## src/design/lec_consts.svh

```systemverilog
/*
 * constants of the link enhancement control block: offset, fields,
 * reset value, write mask and threshold byte counts.
 * assumes inclusion by bare name from the block's modules.
 */
`ifndef LEC_CONSTS_SVH
`define LEC_CONSTS_SVH

// register offset in configuration space
`define LEC_REG_OFFSET 8'hF4
// reset value and mask of writable bits
`define LEC_REG_RESET 32'h0000_1000
`define LEC_WR_MASK 32'h0000_3086
// field positions
`define LEC_THR_HI 13
`define LEC_THR_LO 12
`define LEC_PRIO_BIT 7
`define LEC_UNASSIGNED_BIT 6
`define LEC_IDLE_BIT 2
`define LEC_ACCEL_BIT 1
// start levels in bytes, per encoding
`define LEC_THR_SF_BYTES 12'h800
`define LEC_THR_1P7K_BYTES 12'h6CC
`define LEC_THR_1K_BYTES 12'h400
`define LEC_THR_512_BYTES 12'h200
// bytes moved by one fifo push (one quadlet)
`define LEC_PUSH_BYTES 12'h004
// turnaround cycles when idle insertion is on
`define LEC_TURN_CYCLES 1

`endif

```

## src/design/lec_pkg.sv

```systemverilog
/*
 * types of the link enhancement control block.
 * assumes lec_consts.svh carries every number.
 */
package lec_pkg;

    // start level encodings of the threshold field
    typedef enum logic [1:0] {
        LEC_THR_SF = 2'h0,
        LEC_THR_1P7K = 2'h1,
        LEC_THR_1K = 2'h2,
        LEC_THR_512 = 2'h3
    } lec_thr_t;

    // decoded control bits as stored
    typedef struct packed {
        lec_thr_t thr;
        logic prio;
        logic idle;
        logic accel;
    } lec_ctrl_t;

    // configuration access request
    typedef struct packed {
        logic wr;
        logic rd;
        logic [7:0] addr;
        logic [3:0] be;
        logic [31:0] wdata;
    } lec_cfg_req_t;

    // transmit sequencer states
    typedef enum logic [1:0] {
        LEC_ST_FILL = 2'h0,
        LEC_ST_SEND = 2'h1,
        LEC_ST_RETRY = 2'h2
    } lec_state_t;

endpackage

```

## src/design/lec_regfile.sv

```systemverilog
/*
 * storage of the link enhancement control word with config access
 * and serial eeprom load.
 * assumes requests and load strobes come from the same clock domain.
 */
`timescale 1ns/100ps
`include "lec_consts.svh"

module lec_regfile (
    // clock and reset
    input wire logic ref_clk_i,
    input wire logic rst_n_i,
    // config access
    input wire lec_pkg::lec_cfg_req_t cfg_i,
    output logic [31:0] cfg_rdata_o,
    // eeprom load
    input wire logic ee_load_i,
    input wire logic [31:0] ee_data_i,
    // stored controls and bit 6 redirect
    output lec_pkg::lec_ctrl_t ctrl_o,
    output logic ee_prog_phy_o,
    output logic ee_prog_phy_vld_o
);

    logic [31:0] reg_r; // only writable bits ever set
    logic [31:0] be_mask_w; // byte lanes enabled
    logic hit_w; // address match
    logic [31:0] reg_nxt;
    logic ee_prog_r;
    logic ee_vld_r;

    assign hit_w = (cfg_i.addr == `LEC_REG_OFFSET);
    assign be_mask_w = {{8{cfg_i.be[3]}}, {8{cfg_i.be[2]}},
                        {8{cfg_i.be[1]}}, {8{cfg_i.be[0]}}};
    // eeprom load beats a config write in the same cycle
    assign reg_nxt = ee_load_i ? (ee_data_i & `LEC_WR_MASK) :
                     (cfg_i.wr && hit_w) ?
                     ((reg_r & ~be_mask_w) | (cfg_i.wdata & be_mask_w & `LEC_WR_MASK)) :
                     reg_r; // reserved bits stay zero

    ////////////////////////////////////////////////////////////////////////
    // register and read data
    always_ff @(posedge ref_clk_i or negedge rst_n_i) begin
        if (!rst_n_i) begin
            reg_r <= `LEC_REG_RESET;
            cfg_rdata_o <= 32'h0000_0000;
            ee_prog_r <= 1'b0;
            ee_vld_r <= 1'b0;
        end else begin
            reg_r <= reg_nxt;
            cfg_rdata_o <= (cfg_i.rd && hit_w) ? reg_r : 32'h0000_0000;
            ee_vld_r <= ee_load_i;
            // bit 6 of the eeprom image goes elsewhere
            if (ee_load_i) begin
                ee_prog_r <= ee_data_i[`LEC_UNASSIGNED_BIT];
            end
        end
    end

    assign ctrl_o.thr = lec_pkg::lec_thr_t'(reg_r[`LEC_THR_HI:`LEC_THR_LO]);
    assign ctrl_o.prio = reg_r[`LEC_PRIO_BIT];
    assign ctrl_o.idle = reg_r[`LEC_IDLE_BIT];
    assign ctrl_o.accel = reg_r[`LEC_ACCEL_BIT];
    assign ee_prog_phy_o = ee_prog_r;
    assign ee_prog_phy_vld_o = ee_vld_r;

endmodule

```

## src/design/lec_thresh.sv

```systemverilog
/*
 * start level decode and the start decision for a packet.
 * assumes byte count and end-of-packet flag are per packet.
 */
`timescale 1ns/100ps
`include "lec_consts.svh"

module lec_thresh (
    // settings
    input wire lec_pkg::lec_thr_t thr_i,
    input wire logic force_sf_i,
    // packet fill state
    input wire logic [11:0] byte_cnt_i,
    input wire logic eop_seen_i,
    // decision
    output logic sf_mode_o,
    output logic start_ok_o
);

    // byte level for one encoding
    function automatic logic [11:0] lec_level(input lec_pkg::lec_thr_t t);
        case (t)
            lec_pkg::LEC_THR_SF: lec_level = `LEC_THR_SF_BYTES;
            lec_pkg::LEC_THR_1P7K: lec_level = `LEC_THR_1P7K_BYTES;
            lec_pkg::LEC_THR_1K: lec_level = `LEC_THR_1K_BYTES;
            lec_pkg::LEC_THR_512: lec_level = `LEC_THR_512_BYTES;
            default: lec_level = `LEC_THR_SF_BYTES;
        endcase
    endfunction

    logic [11:0] level_w; // selected start level
    logic level_hit_w;

    assign level_w = lec_level(thr_i);
    // 2K encoding or a forcing cause means complete packets only
    assign sf_mode_o = force_sf_i || (thr_i == lec_pkg::LEC_THR_SF);
    assign level_hit_w = (byte_cnt_i >= level_w);
    // level reached, or whole packet already inside
    assign start_ok_o = eop_seen_i || (!sf_mode_o && level_hit_w);

endmodule

```

## src/design/lec_top.sv

```systemverilog
/*
 * link enhancement control: register, async transmit start control
 * with underrun fallback, and phy facing enhancement outputs.
 * assumes one clock for config, fifo status and phy pins; fifo
 * status comes from logic on this clock, phy control lines from pins.
 */
// What this block does
// enhancement bits act only with gate set
// software write or eeprom load initializes
// decode start field: 2K,1.7K,1K,512
// retry after underrun uses store-and-forward
// start at level or on complete packet
// fifo drained before packet end: underrun
// 2K setting sends only complete packets
// retries register zero forces store-and-forward
// bit 7 enables priority arbitration responses
// reserved ranges read zero, read-only
// bit 6 unassigned; eeprom bit redirected
// software should keep 1.7K start level
// bit 2 inserts one turnaround cycle
// bit 1 announces acceleration to phy
// bit 0 read-only, reads zero
// compare per-packet byte count to level
`timescale 1ns/100ps
`include "lec_consts.svh"

module lec_top (
    // clock and reset
    input wire logic ref_clk_i,
    input wire logic rst_n_i,
    // configuration access
    input wire logic cfg_wr_i,
    input wire logic cfg_rd_i,
    input wire logic [7:0] cfg_addr_i,
    input wire logic [3:0] cfg_be_i,
    input wire logic [31:0] cfg_wdata_i,
    output logic [31:0] cfg_rdata_o,
    // serial eeprom loader
    input wire logic ee_load_i,
    input wire logic [31:0] ee_data_i,
    output logic ee_prog_phy_o,
    output logic ee_prog_phy_vld_o,
    // host controller state
    input wire logic phy_enhance_gate_i,
    input wire logic retries_zero_i,
    // async transmit fifo status
    input wire logic at_push_i,
    input wire logic at_eop_i,
    input wire logic at_empty_i,
    input wire logic at_tx_done_i,
    // async transmit control
    output logic at_tx_start_o,
    output logic at_underrun_o,
    output logic at_sf_mode_o,
    // phy side
    input wire logic [1:0] phy_ctl_i,
    input wire logic link_req_i,
    output logic link_drive_o,
    output logic prio_arb_en_o,
    output logic accel_en_o
);

    ////////////////////////////////////////////////////////////////////////
    // declarations
    // _w names are combinational nets, _r names are flops and _nxt names
    // are the values those flops take at the next edge

    lec_pkg::lec_cfg_req_t cfg_w; // bundled request
    lec_pkg::lec_ctrl_t ctrl_w; // stored controls
    lec_pkg::lec_thr_t thr_eff_w; // threshold after gating
    lec_pkg::lec_state_t state_r; // sequencer state
    lec_pkg::lec_state_t state_nxt;
    logic [11:0] cnt_r; // bytes of current packet
    logic [11:0] cnt_nxt;
    logic [11:0] cnt_sum_w; // count plus one push
    logic eop_r; // end token inside fifo
    logic eop_nxt;
    logic retry_r; // packet being retried
    logic retry_nxt;
    logic force_sf_w; // store-and-forward forced
    logic sf_mode_w;
    logic start_ok_w;
    logic start_w; // start pulse this cycle
    logic underrun_w; // drained early this cycle
    logic start_r;
    logic underrun_r;
    logic [1:0] ctl_m_r; // first sync stage
    logic [1:0] ctl_s_r; // second sync stage
    logic grant_w; // phy handed lines back
    logic own_r; // link holds the lines
    logic idle_eff_w;
    logic prio_r;
    logic accel_r;
    logic sf_r;

    ////////////////////////////////////////////////////////////////////////
    // register storage
    // the word itself lives in the register file; this level only
    // bundles the request so the file sees one carrier struct

    assign cfg_w.wr = cfg_wr_i;
    assign cfg_w.rd = cfg_rd_i;
    assign cfg_w.addr = cfg_addr_i;
    assign cfg_w.be = cfg_be_i;
    assign cfg_w.wdata = cfg_wdata_i;

    // writes from software or eeprom, masked readback
    lec_regfile u_regfile (
        .ref_clk_i(ref_clk_i),
        .rst_n_i(rst_n_i),
        .cfg_i(cfg_w),
        .cfg_rdata_o(cfg_rdata_o),
        .ee_load_i(ee_load_i),
        .ee_data_i(ee_data_i),
        .ctrl_o(ctrl_w),
        .ee_prog_phy_o(ee_prog_phy_o),
        .ee_prog_phy_vld_o(ee_prog_phy_vld_o)
    );

    ////////////////////////////////////////////////////////////////////////
    // start level selection
    // the gate is a level from the host control register on this clock,
    // so it is used directly with no synchroniser

    // without the gate the field is ignored and the safe mode rules
    assign thr_eff_w = phy_enhance_gate_i ? ctrl_w.thr
                                          : lec_pkg::LEC_THR_SF;
    // retry fallback and zero retries both force complete packets
    assign force_sf_w = retry_r || retries_zero_i;

    lec_thresh u_thresh (
        .thr_i(thr_eff_w),
        .force_sf_i(force_sf_w),
        .byte_cnt_i(cnt_r),
        .eop_seen_i(eop_r),
        .sf_mode_o(sf_mode_w),
        .start_ok_o(start_ok_w)
    );

    ////////////////////////////////////////////////////////////////////////
    // per-packet fill tracking
    // one push is one quadlet; the count is cleared when a packet leaves
    // or is abandoned after an underrun

    // saturate so a huge packet cannot wrap below the level
    assign cnt_sum_w = (cnt_r > (12'hFFF - `LEC_PUSH_BYTES)) ? 12'hFFF
                     : cnt_r + `LEC_PUSH_BYTES;

    ////////////////////////////////////////////////////////////////////////
    // transmit sequencer decisions
    // an underrun is only possible while sending a packet that was
    // started before its end token arrived

    // early drain: empty while packet end is still outside
    assign underrun_w = (state_r == lec_pkg::LEC_ST_SEND) && at_empty_i &&
                        !eop_r && !at_push_i && !at_tx_done_i;
    // start from fill on level or complete packet
    assign start_w = ((state_r == lec_pkg::LEC_ST_FILL) && start_ok_w) ||
                     ((state_r == lec_pkg::LEC_ST_RETRY) && eop_r);

    // next state, count, end flag and retry flag
    // fill: gather data until the start decision
    // send: packet on the wire until done or an early drain
    // retry: the failed packet is fetched again, sent only when whole
    always_comb begin
        state_nxt = state_r;
        cnt_nxt = at_push_i ? cnt_sum_w : cnt_r;
        eop_nxt = eop_r || (at_push_i && at_eop_i);
        retry_nxt = retry_r;
        case (state_r)
            lec_pkg::LEC_ST_FILL: begin
                // wait for the level or the whole packet
                if (start_w) begin
                    state_nxt = lec_pkg::LEC_ST_SEND;
                end
            end
            lec_pkg::LEC_ST_SEND: begin
                if (at_tx_done_i) begin
                    // packet gone: new packet restarts count
                    state_nxt = lec_pkg::LEC_ST_FILL;
                    cnt_nxt = 12'h000;
                    eop_nxt = 1'b0;
                    retry_nxt = 1'b0;
                end else if (underrun_w) begin
                    // packet will be refetched whole for the retry
                    state_nxt = lec_pkg::LEC_ST_RETRY;
                    cnt_nxt = 12'h000;
                    eop_nxt = 1'b0;
                    retry_nxt = 1'b1;
                end
            end
            lec_pkg::LEC_ST_RETRY: begin
                // resend only once the complete packet is in
                if (start_w) begin
                    state_nxt = lec_pkg::LEC_ST_SEND;
                end
            end
            default: begin
                state_nxt = lec_pkg::LEC_ST_FILL;
                cnt_nxt = 12'h000;
                eop_nxt = 1'b0;
                retry_nxt = 1'b0;
            end
        endcase
    end

    ////////////////////////////////////////////////////////////////////////
    // sequencer registers
    // reset lands in fill with an empty count and no retry pending;
    // count and end flag always clear together; the retry flag clears with them except on an underrun, where it sets

    always_ff @(posedge ref_clk_i or negedge rst_n_i) begin
        if (!rst_n_i) begin
            state_r <= lec_pkg::LEC_ST_FILL;
            cnt_r <= 12'h000;
            eop_r <= 1'b0;
            retry_r <= 1'b0;
        end else begin
            state_r <= state_nxt;
            cnt_r <= cnt_nxt;
            eop_r <= eop_nxt;
            retry_r <= retry_nxt;
        end
    end

    ////////////////////////////////////////////////////////////////////////
    // transmit outputs, one cycle after the decision
    // registering costs a cycle of latency but keeps the pulses glitch
    // free toward the transmit engine; sf mode resets high, the safe side

    always_ff @(posedge ref_clk_i or negedge rst_n_i) begin
        if (!rst_n_i) begin
            start_r <= 1'b0;
            underrun_r <= 1'b0;
            sf_r <= 1'b1;
        end else begin
            start_r <= start_w;
            underrun_r <= underrun_w;
            sf_r <= sf_mode_w;
        end
    end

    assign at_tx_start_o = start_r;
    assign at_underrun_o = underrun_r;
    assign at_sf_mode_o = sf_r;

    ////////////////////////////////////////////////////////////////////////
    // phy control line synchroniser
    // the first stage may go metastable; nothing else may look at it,
    // only the second stage is read by the logic below

    // pins may be skewed against our clock: two stages first
    always_ff @(posedge ref_clk_i or negedge rst_n_i) begin
        if (!rst_n_i) begin
            ctl_m_r <= 2'h0;
            ctl_s_r <= 2'h0;
        end else begin
            ctl_m_r <= phy_ctl_i;
            ctl_s_r <= ctl_m_r;
        end
    end

    ////////////////////////////////////////////////////////////////////////
    // line ownership and turnaround
    // the link only ever drives while it still requests; dropping the
    // request releases the lines in the same cycle, before own_r clears

    // phy drives 11 on the control lines to hand them over
    assign grant_w = link_req_i && (ctl_s_r == 2'h3);
    assign idle_eff_w = ctrl_w.idle && phy_enhance_gate_i;

    // ownership held while the link keeps requesting
    always_ff @(posedge ref_clk_i or negedge rst_n_i) begin
        if (!rst_n_i) begin
            own_r <= 1'b0;
        end else begin
            own_r <= link_req_i && (own_r || grant_w);
        end
    end

    // idle insertion delays the first drive by one cycle
    // a request already dropped must not keep the lines for one more cycle
    assign link_drive_o = link_req_i && (own_r || (grant_w && !idle_eff_w));

    ////////////////////////////////////////////////////////////////////////
    // phy enhancement announcements
    // both flags are registered so the phy sees clean levels, and both
    // fall with the gate even if software left the bits set

    always_ff @(posedge ref_clk_i or negedge rst_n_i) begin
        if (!rst_n_i) begin
            prio_r <= 1'b0;
            accel_r <= 1'b0;
        end else begin
            prio_r <= ctrl_w.prio && phy_enhance_gate_i;
            accel_r <= ctrl_w.accel && phy_enhance_gate_i;
        end
    end

    assign prio_arb_en_o = prio_r;
    assign accel_en_o = accel_r;

endmodule

```

## config.mk

```make
export PLATFORM = sky130hd
export DESIGN_NAME = lec_top
export DESIGN_NICKNAME = d
export VERILOG_FILES = /design/src/design/lec_pkg.sv /design/src/design/lec_regfile.sv /design/src/design/lec_thresh.sv /design/src/design/lec_top.sv
export VERILOG_INCLUDE_DIRS = /design/src /design/src/design
export SDC_FILE = /design/constraint.sdc
export NUM_CORES = 1
export LEC_CHECK = 0
export BUFFER_PORTS_ARGS = -buffer_cell sky130_fd_sc_hd__buf_2
export CAP_MARGIN = 20
export CORE_UTILIZATION = 42
export DETAILED_ROUTE_END_ITERATION = 16
export PLACE_DENSITY = 0.69
export SLEW_MARGIN = 20
export SYNTH_ARGS = -nofsm -noshare
export SYNTH_HDL_FRONTEND = slang
export SYNTH_SLANG_ARGS = --single-unit
```

## constraint.sdc

```tcl
create_clock -name ref_clk_i -period 2.8 [get_ports ref_clk_i]
set_input_delay 0.28 -clock ref_clk_i [delete_from_list [all_inputs] [get_ports ref_clk_i]]
set_output_delay 0.28 -clock ref_clk_i [all_outputs]
set_load 0.01 [all_outputs]
```

Yosys cells after proc, flatten, opt, wreduce, memory -nomap -nowiden
Index checks and enable logic that the tools add are counted.
{ "totals": {"out_inout_bits": 40, "register_bits": 92, "inputBits": 90, "wordCells": 88} }
{ "op_classes": {"bitwise_logic": 5, "n_addsub": 1, "n_mux": 20, "eq_ne": 9, "reduce_logical": 35, "magnitude_cmp": 2} }
{ "ops": {"columns": ["op", "count"], "rows": [
  ["two-way mux 32 bit", 3],
  ["two-way mux 12 bit", 4],
  ["one-hot mux 12 bit (4 select lines)", 1],
  ["AND 32 bit", 1],
  ["inverter 32 bit", 1],
  ["bitwise OR 32 x 14 -> 32 bit", 1],
  ["one-hot mux 12 bit (2 select lines)", 1],
  ["logical AND 1 bit", 17],
  ["AND 14 bit", 1],
  ["adder 12 x 3 -> 12 bit, second input constant", 1],
  [">= comparator 12 bit", 1],
  ["greater-than comparator 12 bit, second input constant", 1],
  ["== test 2 bit, second input constant", 4],
  ["== test 8 bit, second input constant", 1],
  ["two-way mux 2 bit", 4],
  ["logical OR 1 bit", 7],
  ["zero test 1 bit", 5],
  ["== test 2 x 1 -> 1 bit, second input constant", 2],
  ["zero test 2 bit", 2],
  ["two-way mux 1 bit", 4],
  ["one-hot mux 1 bit (2 select lines)", 2],
  ["one-hot mux 2 bit (2 select lines)", 1],
  ["AND reduction 2 bit", 2],
  ["!= test 3 bit, second input constant", 1],
  ["other kinds (4)", 4]
]} }

Depth between registers and ports, before layout
{ "logic_depth": {"ltp_word": 10, "mapped_depth": 9, "ltp_nobuf": 9} }

Modules after synthesis
From an unflattened synthesis, not the netlist that was laid out.
{ "unflattened": {"hier_cells": 306, "area_unflattened_um2": 3797.4} }
{ "by_module_without_submodules": {"columns": ["module", "instances", "cells_each", "area_per_inst_um2", "seq_area_each_um2"], "rows": [
  ["lec_regfile", 1, 175, 2412.3, 1652.8],
  ["lec_top", 1, 96, 1133.6, 651.9],
  ["lec_thresh", 1, 35, 251.5, 0.0]
]} }

Least setup slack after synthesis
No wires, ideal clock.
{ "synth_timing": {"path_type": "flip-flop to flip-flop", "from": "reg (tool-made name)", "to": "reg state_r[0]", "arrival_ps": 1831, "t_required_ps": 2661, "stages_incl_launch_ff": 10, "setup_slack_ps": 829, "synth_period_minus_slack_ps": 1971, "cell_sequence": "dfstp_2 nand2_1 inv_1 ha_1 inv_1 ha_1 nor2b_1 a311o_1 a21oi_1 a311oi_2"} }
{ "synth_lines": {"columns": ["item", "line_no", "source"], "rows": [
  ["end signal, assigned", "lec_top.sv:214", "state_r <= lec_pkg::LEC_ST_FILL;"],
  ["end signal, assigned", "lec_top.sv:219", "state_r <= state_nxt;"],
  ["end, declared", "lec_top.sv:71", "lec_pkg::lec_state_t state_r;"]
]} }

==> out/metrics.cfg <==
[clock_network]
cts.reportedPaths.clkPinSlew_ns=0.09
htreeDepth=3
postCtsSetupBuffers=0
cts-resized-gates=0
cts_buffers=9
cts_hold_buf=1
clk_path_buf_depth=2
numClockSinks=92
worstSkewPairLatency_ns=0.35
cts-root-buf=clkbuf_8
cts_tree=done

[timing]
period_minus_slack_ns=2.20
relSlewSlack_pct=53.0
slew_violations=0
hold_viol_final=0
fin_crit_sh_pct=78.7
finalSetupTns_ns=0
worst_pin_slew_ns=0.700
timing.fmax_mhz=454
fin_skew_ns=0.00778
setup_viol=0
rsz0062_at_grt=false

[worst_setup_path]
crit_fanout=4
crit_arrival_ns=2.42
path_delay_family=compound AO/OA/AOI/OAI gates
crit_type=reg2reg
path_buf_inv=2
crit_slowest_cell=dfstp_2
start_kind=register
worst_setup_path_end_kind=register
max_stage_delay_ns=0.58
worstPathCellList=nand2_1, inv_1, ha_1, inv_1, ha_1, nor2b_1, a311o_1, a21oi_1, a311oi_2
required_ns=3.01

[power_and_ir_drop]
power.leakage_nw=2.35
power_density_mw_per_mm2=617
irDropWorstVdd_uv=250

[detailed_routing]
firstDrtPassIters=4
drtAntennaViolNets=0
drt-wirelength-per-cell_um=13.9
routed_wl_um=6610
drtIter0Drc=94
drc_errors=0
vias=2350
via_per_inst=4.94

[finish]
finalInstanceArea_mm2=0.00425
nets=468
layout-drive-gt1-share_pct=28.6
fill_cells=749
layout_common_cells=90 x dfrtp_1, 75 x buf_2, 34 x and3_1
antenna_cells=0
final_common_cell=dfrtp_1
synthToLayoutAreaGrowth_pct=18.8

[placement]
port_buffers=76
dpl.hpwl_um=4740
gp_congestion=0.824
placed_area_mm2=0.00406

[yosys]
synthesis.nets=387
yosysWarnings=0
synth_edf_count=0
seq_area_frac_synth_pct=64.4
ys_ff_latch=92
synthesis.instances=286
synthArstFlopShare_pct=100
synthDistinctLibCells=40
syn_area_per_cell_um2=12.5
netlist_area_mm2=0.00358
synthFlopType=dfrtp_1

[die]
die_area_mm2=0.00890
die_h_um=94.3
start_util_pct=43.6
ios=130
fp-row-count=33
die_w_um=94.3
core_area_mm2=0.00822

[grt]
grt_pass1_vias=2263
overflow=0
grt_pass1_wl_um=11100
antenna_found_initial=0
grtUsageTotal_pct=16.6
grt_max_degree=55

[worst_hold_path]
hold_start=phy_ctl_i[1]
min_path_type=in2reg

[run]
cap_violations=0

[outcome]
status=finished clean

==> flip-flops by register name (all words and copies together), names as in the netlist, 2 cells and up, named ones only <==
name	count
cnt_r	12
state_r	2
ctl_m_r	2
u_regfile.cfg_rdata_o	32
ctl_s_r	2
u_regfile.reg_r	27
==> cells by family (layout without fill, tap and decap cells) <==
logic type | after synthesis | count (layout) | share of synthesized area [%]
xor gates and xnor gates | 6 | 6 | 1.47
DFF | 92 | 92 | 64.4
AOI/OAI and AO/OA | 39 | 39 | 7.37
adders and majority gates | 11 | 11 | 3.84
buffers and inverters | 20 | 105 | 2.69
and+or+nand+nor | 112 | 112 | 18.5
muxes | 6 | 6 | 1.71
==> worst register-to-register path, stage by stage (launching register included) <==
cell and delay (ns):
dfstp_2 0.58, nand2_1 0.08, inv_1 0.06, ha_1 0.18, inv_1 0.09, ha_1 0.29, nor2b_1 0.13, a311o_1 0.31
a21oi_1 0.22, a311oi_2 0.13
==> through the flow <==
step / setup WS [ns] / hold WS (ns) / cells / util, % / power [mW]
2_1_floorplan: 0.829 / -0.0156 / 286 / - / 1.70
3_3_place_gp: 0.661 / 0.332 / 460 / 49.4 / 1.82
3_5_place_dp: 0.590 / 0.336 / 460 / 49.4 / 1.83
4_1_cts: 0.576 / 0.0193 / 476 / 51.8 / 2.66
5_1_grt: 0.418 / 0.0121 / 476 / 51.8 / 2.78
6_report: 0.596 / 0.0400 / 476 / 51.8 / 2.62
==> worst paths after layout <==
| path | endpoint | depth (start not counted) | slack, ns |
|---|---|---|---|
| worst min-delay path | ctl_m_r[1] | 1 | 0.04 |
| worst max-delay path | state_r[0] | 9 | 0.60 |
| worst max register to register | state_r[0] | 9 | 0.60 |
| worst min register to register | ctl_s_r[1] | 0 | 0.36 |
| max in group asynchronous | asynchronous set/reset pin | 3 | 1.50 |
| min in group asynchronous | u_regfile.ee_prog_phy_vld_o | 2 | 0.52 |
==> area by class of cell <==
type / instances / area, µm² / area share, %
Timing Repair Buffer: 81 / 423 / 9.94
Inverter: 9 / 33.8 / 0.794
Clock buffer: 10 / 138 / 3.24
Sequential cell: 92 / 2300 / 54.2
Clock inverter: 5 / 43.8 / 1.03
Multi-Input combinational cell: 174 / 1180 / 27.7
Tap cell: 105 / 131 / 3.09
==> layer usage <==
metal  vias up  wire length (µm)  global-route usage, %
li1       1155                 -                      -
met1      1116              3170                   23.1
met2        69              2950                   24.2
met3        10               378                   4.61
met4         0               116                   7.82
met5         -                 0                      0
==> synthesized netlist by cell type (3+ instances only) <==
| cell | instances | share of area [%] |
|---|---|---|
| and2_1 | 31 | 5.4 |
| nor2_1 | 7 | 0.73 |
| o21ai_1 | 3 | 0.42 |
| and3_1 | 34 | 5.9 |
| ha_1 | 11 | 3.8 |
| and4_1 | 3 | 0.73 |
| inv_1 | 9 | 0.94 |
| xor2_1 | 5 | 1.2 |
| nand4_1 | 5 | 0.87 |
| nand2_1 | 15 | 1.6 |
| nand3_1 | 3 | 0.42 |
| mux2i_1 | 5 | 1.4 |
| a31oi_1 | 4 | 0.70 |
| clkbuf_1 | 4 | 0.42 |
| buf_4 | 5 | 1.0 |
| dfrtp_1 | 90 | 63 |
| nor3_1 | 3 | 0.42 |
| o21ai_0 | 7 | 0.98 |
| a21oi_1 | 16 | 2.2 |
| nor2b_1 | 3 | 0.52 |
==> power by group <==
part	leakage, nW	switching, mW	internal [mW]
clock	0.0941	0.463	0.357
combinational	1.01	0.191	0.141
sequential	1.25	0.0721	1.40
total	2.35	0.726	1.90
No activity file was read; power rests on OpenSTA's default activity.
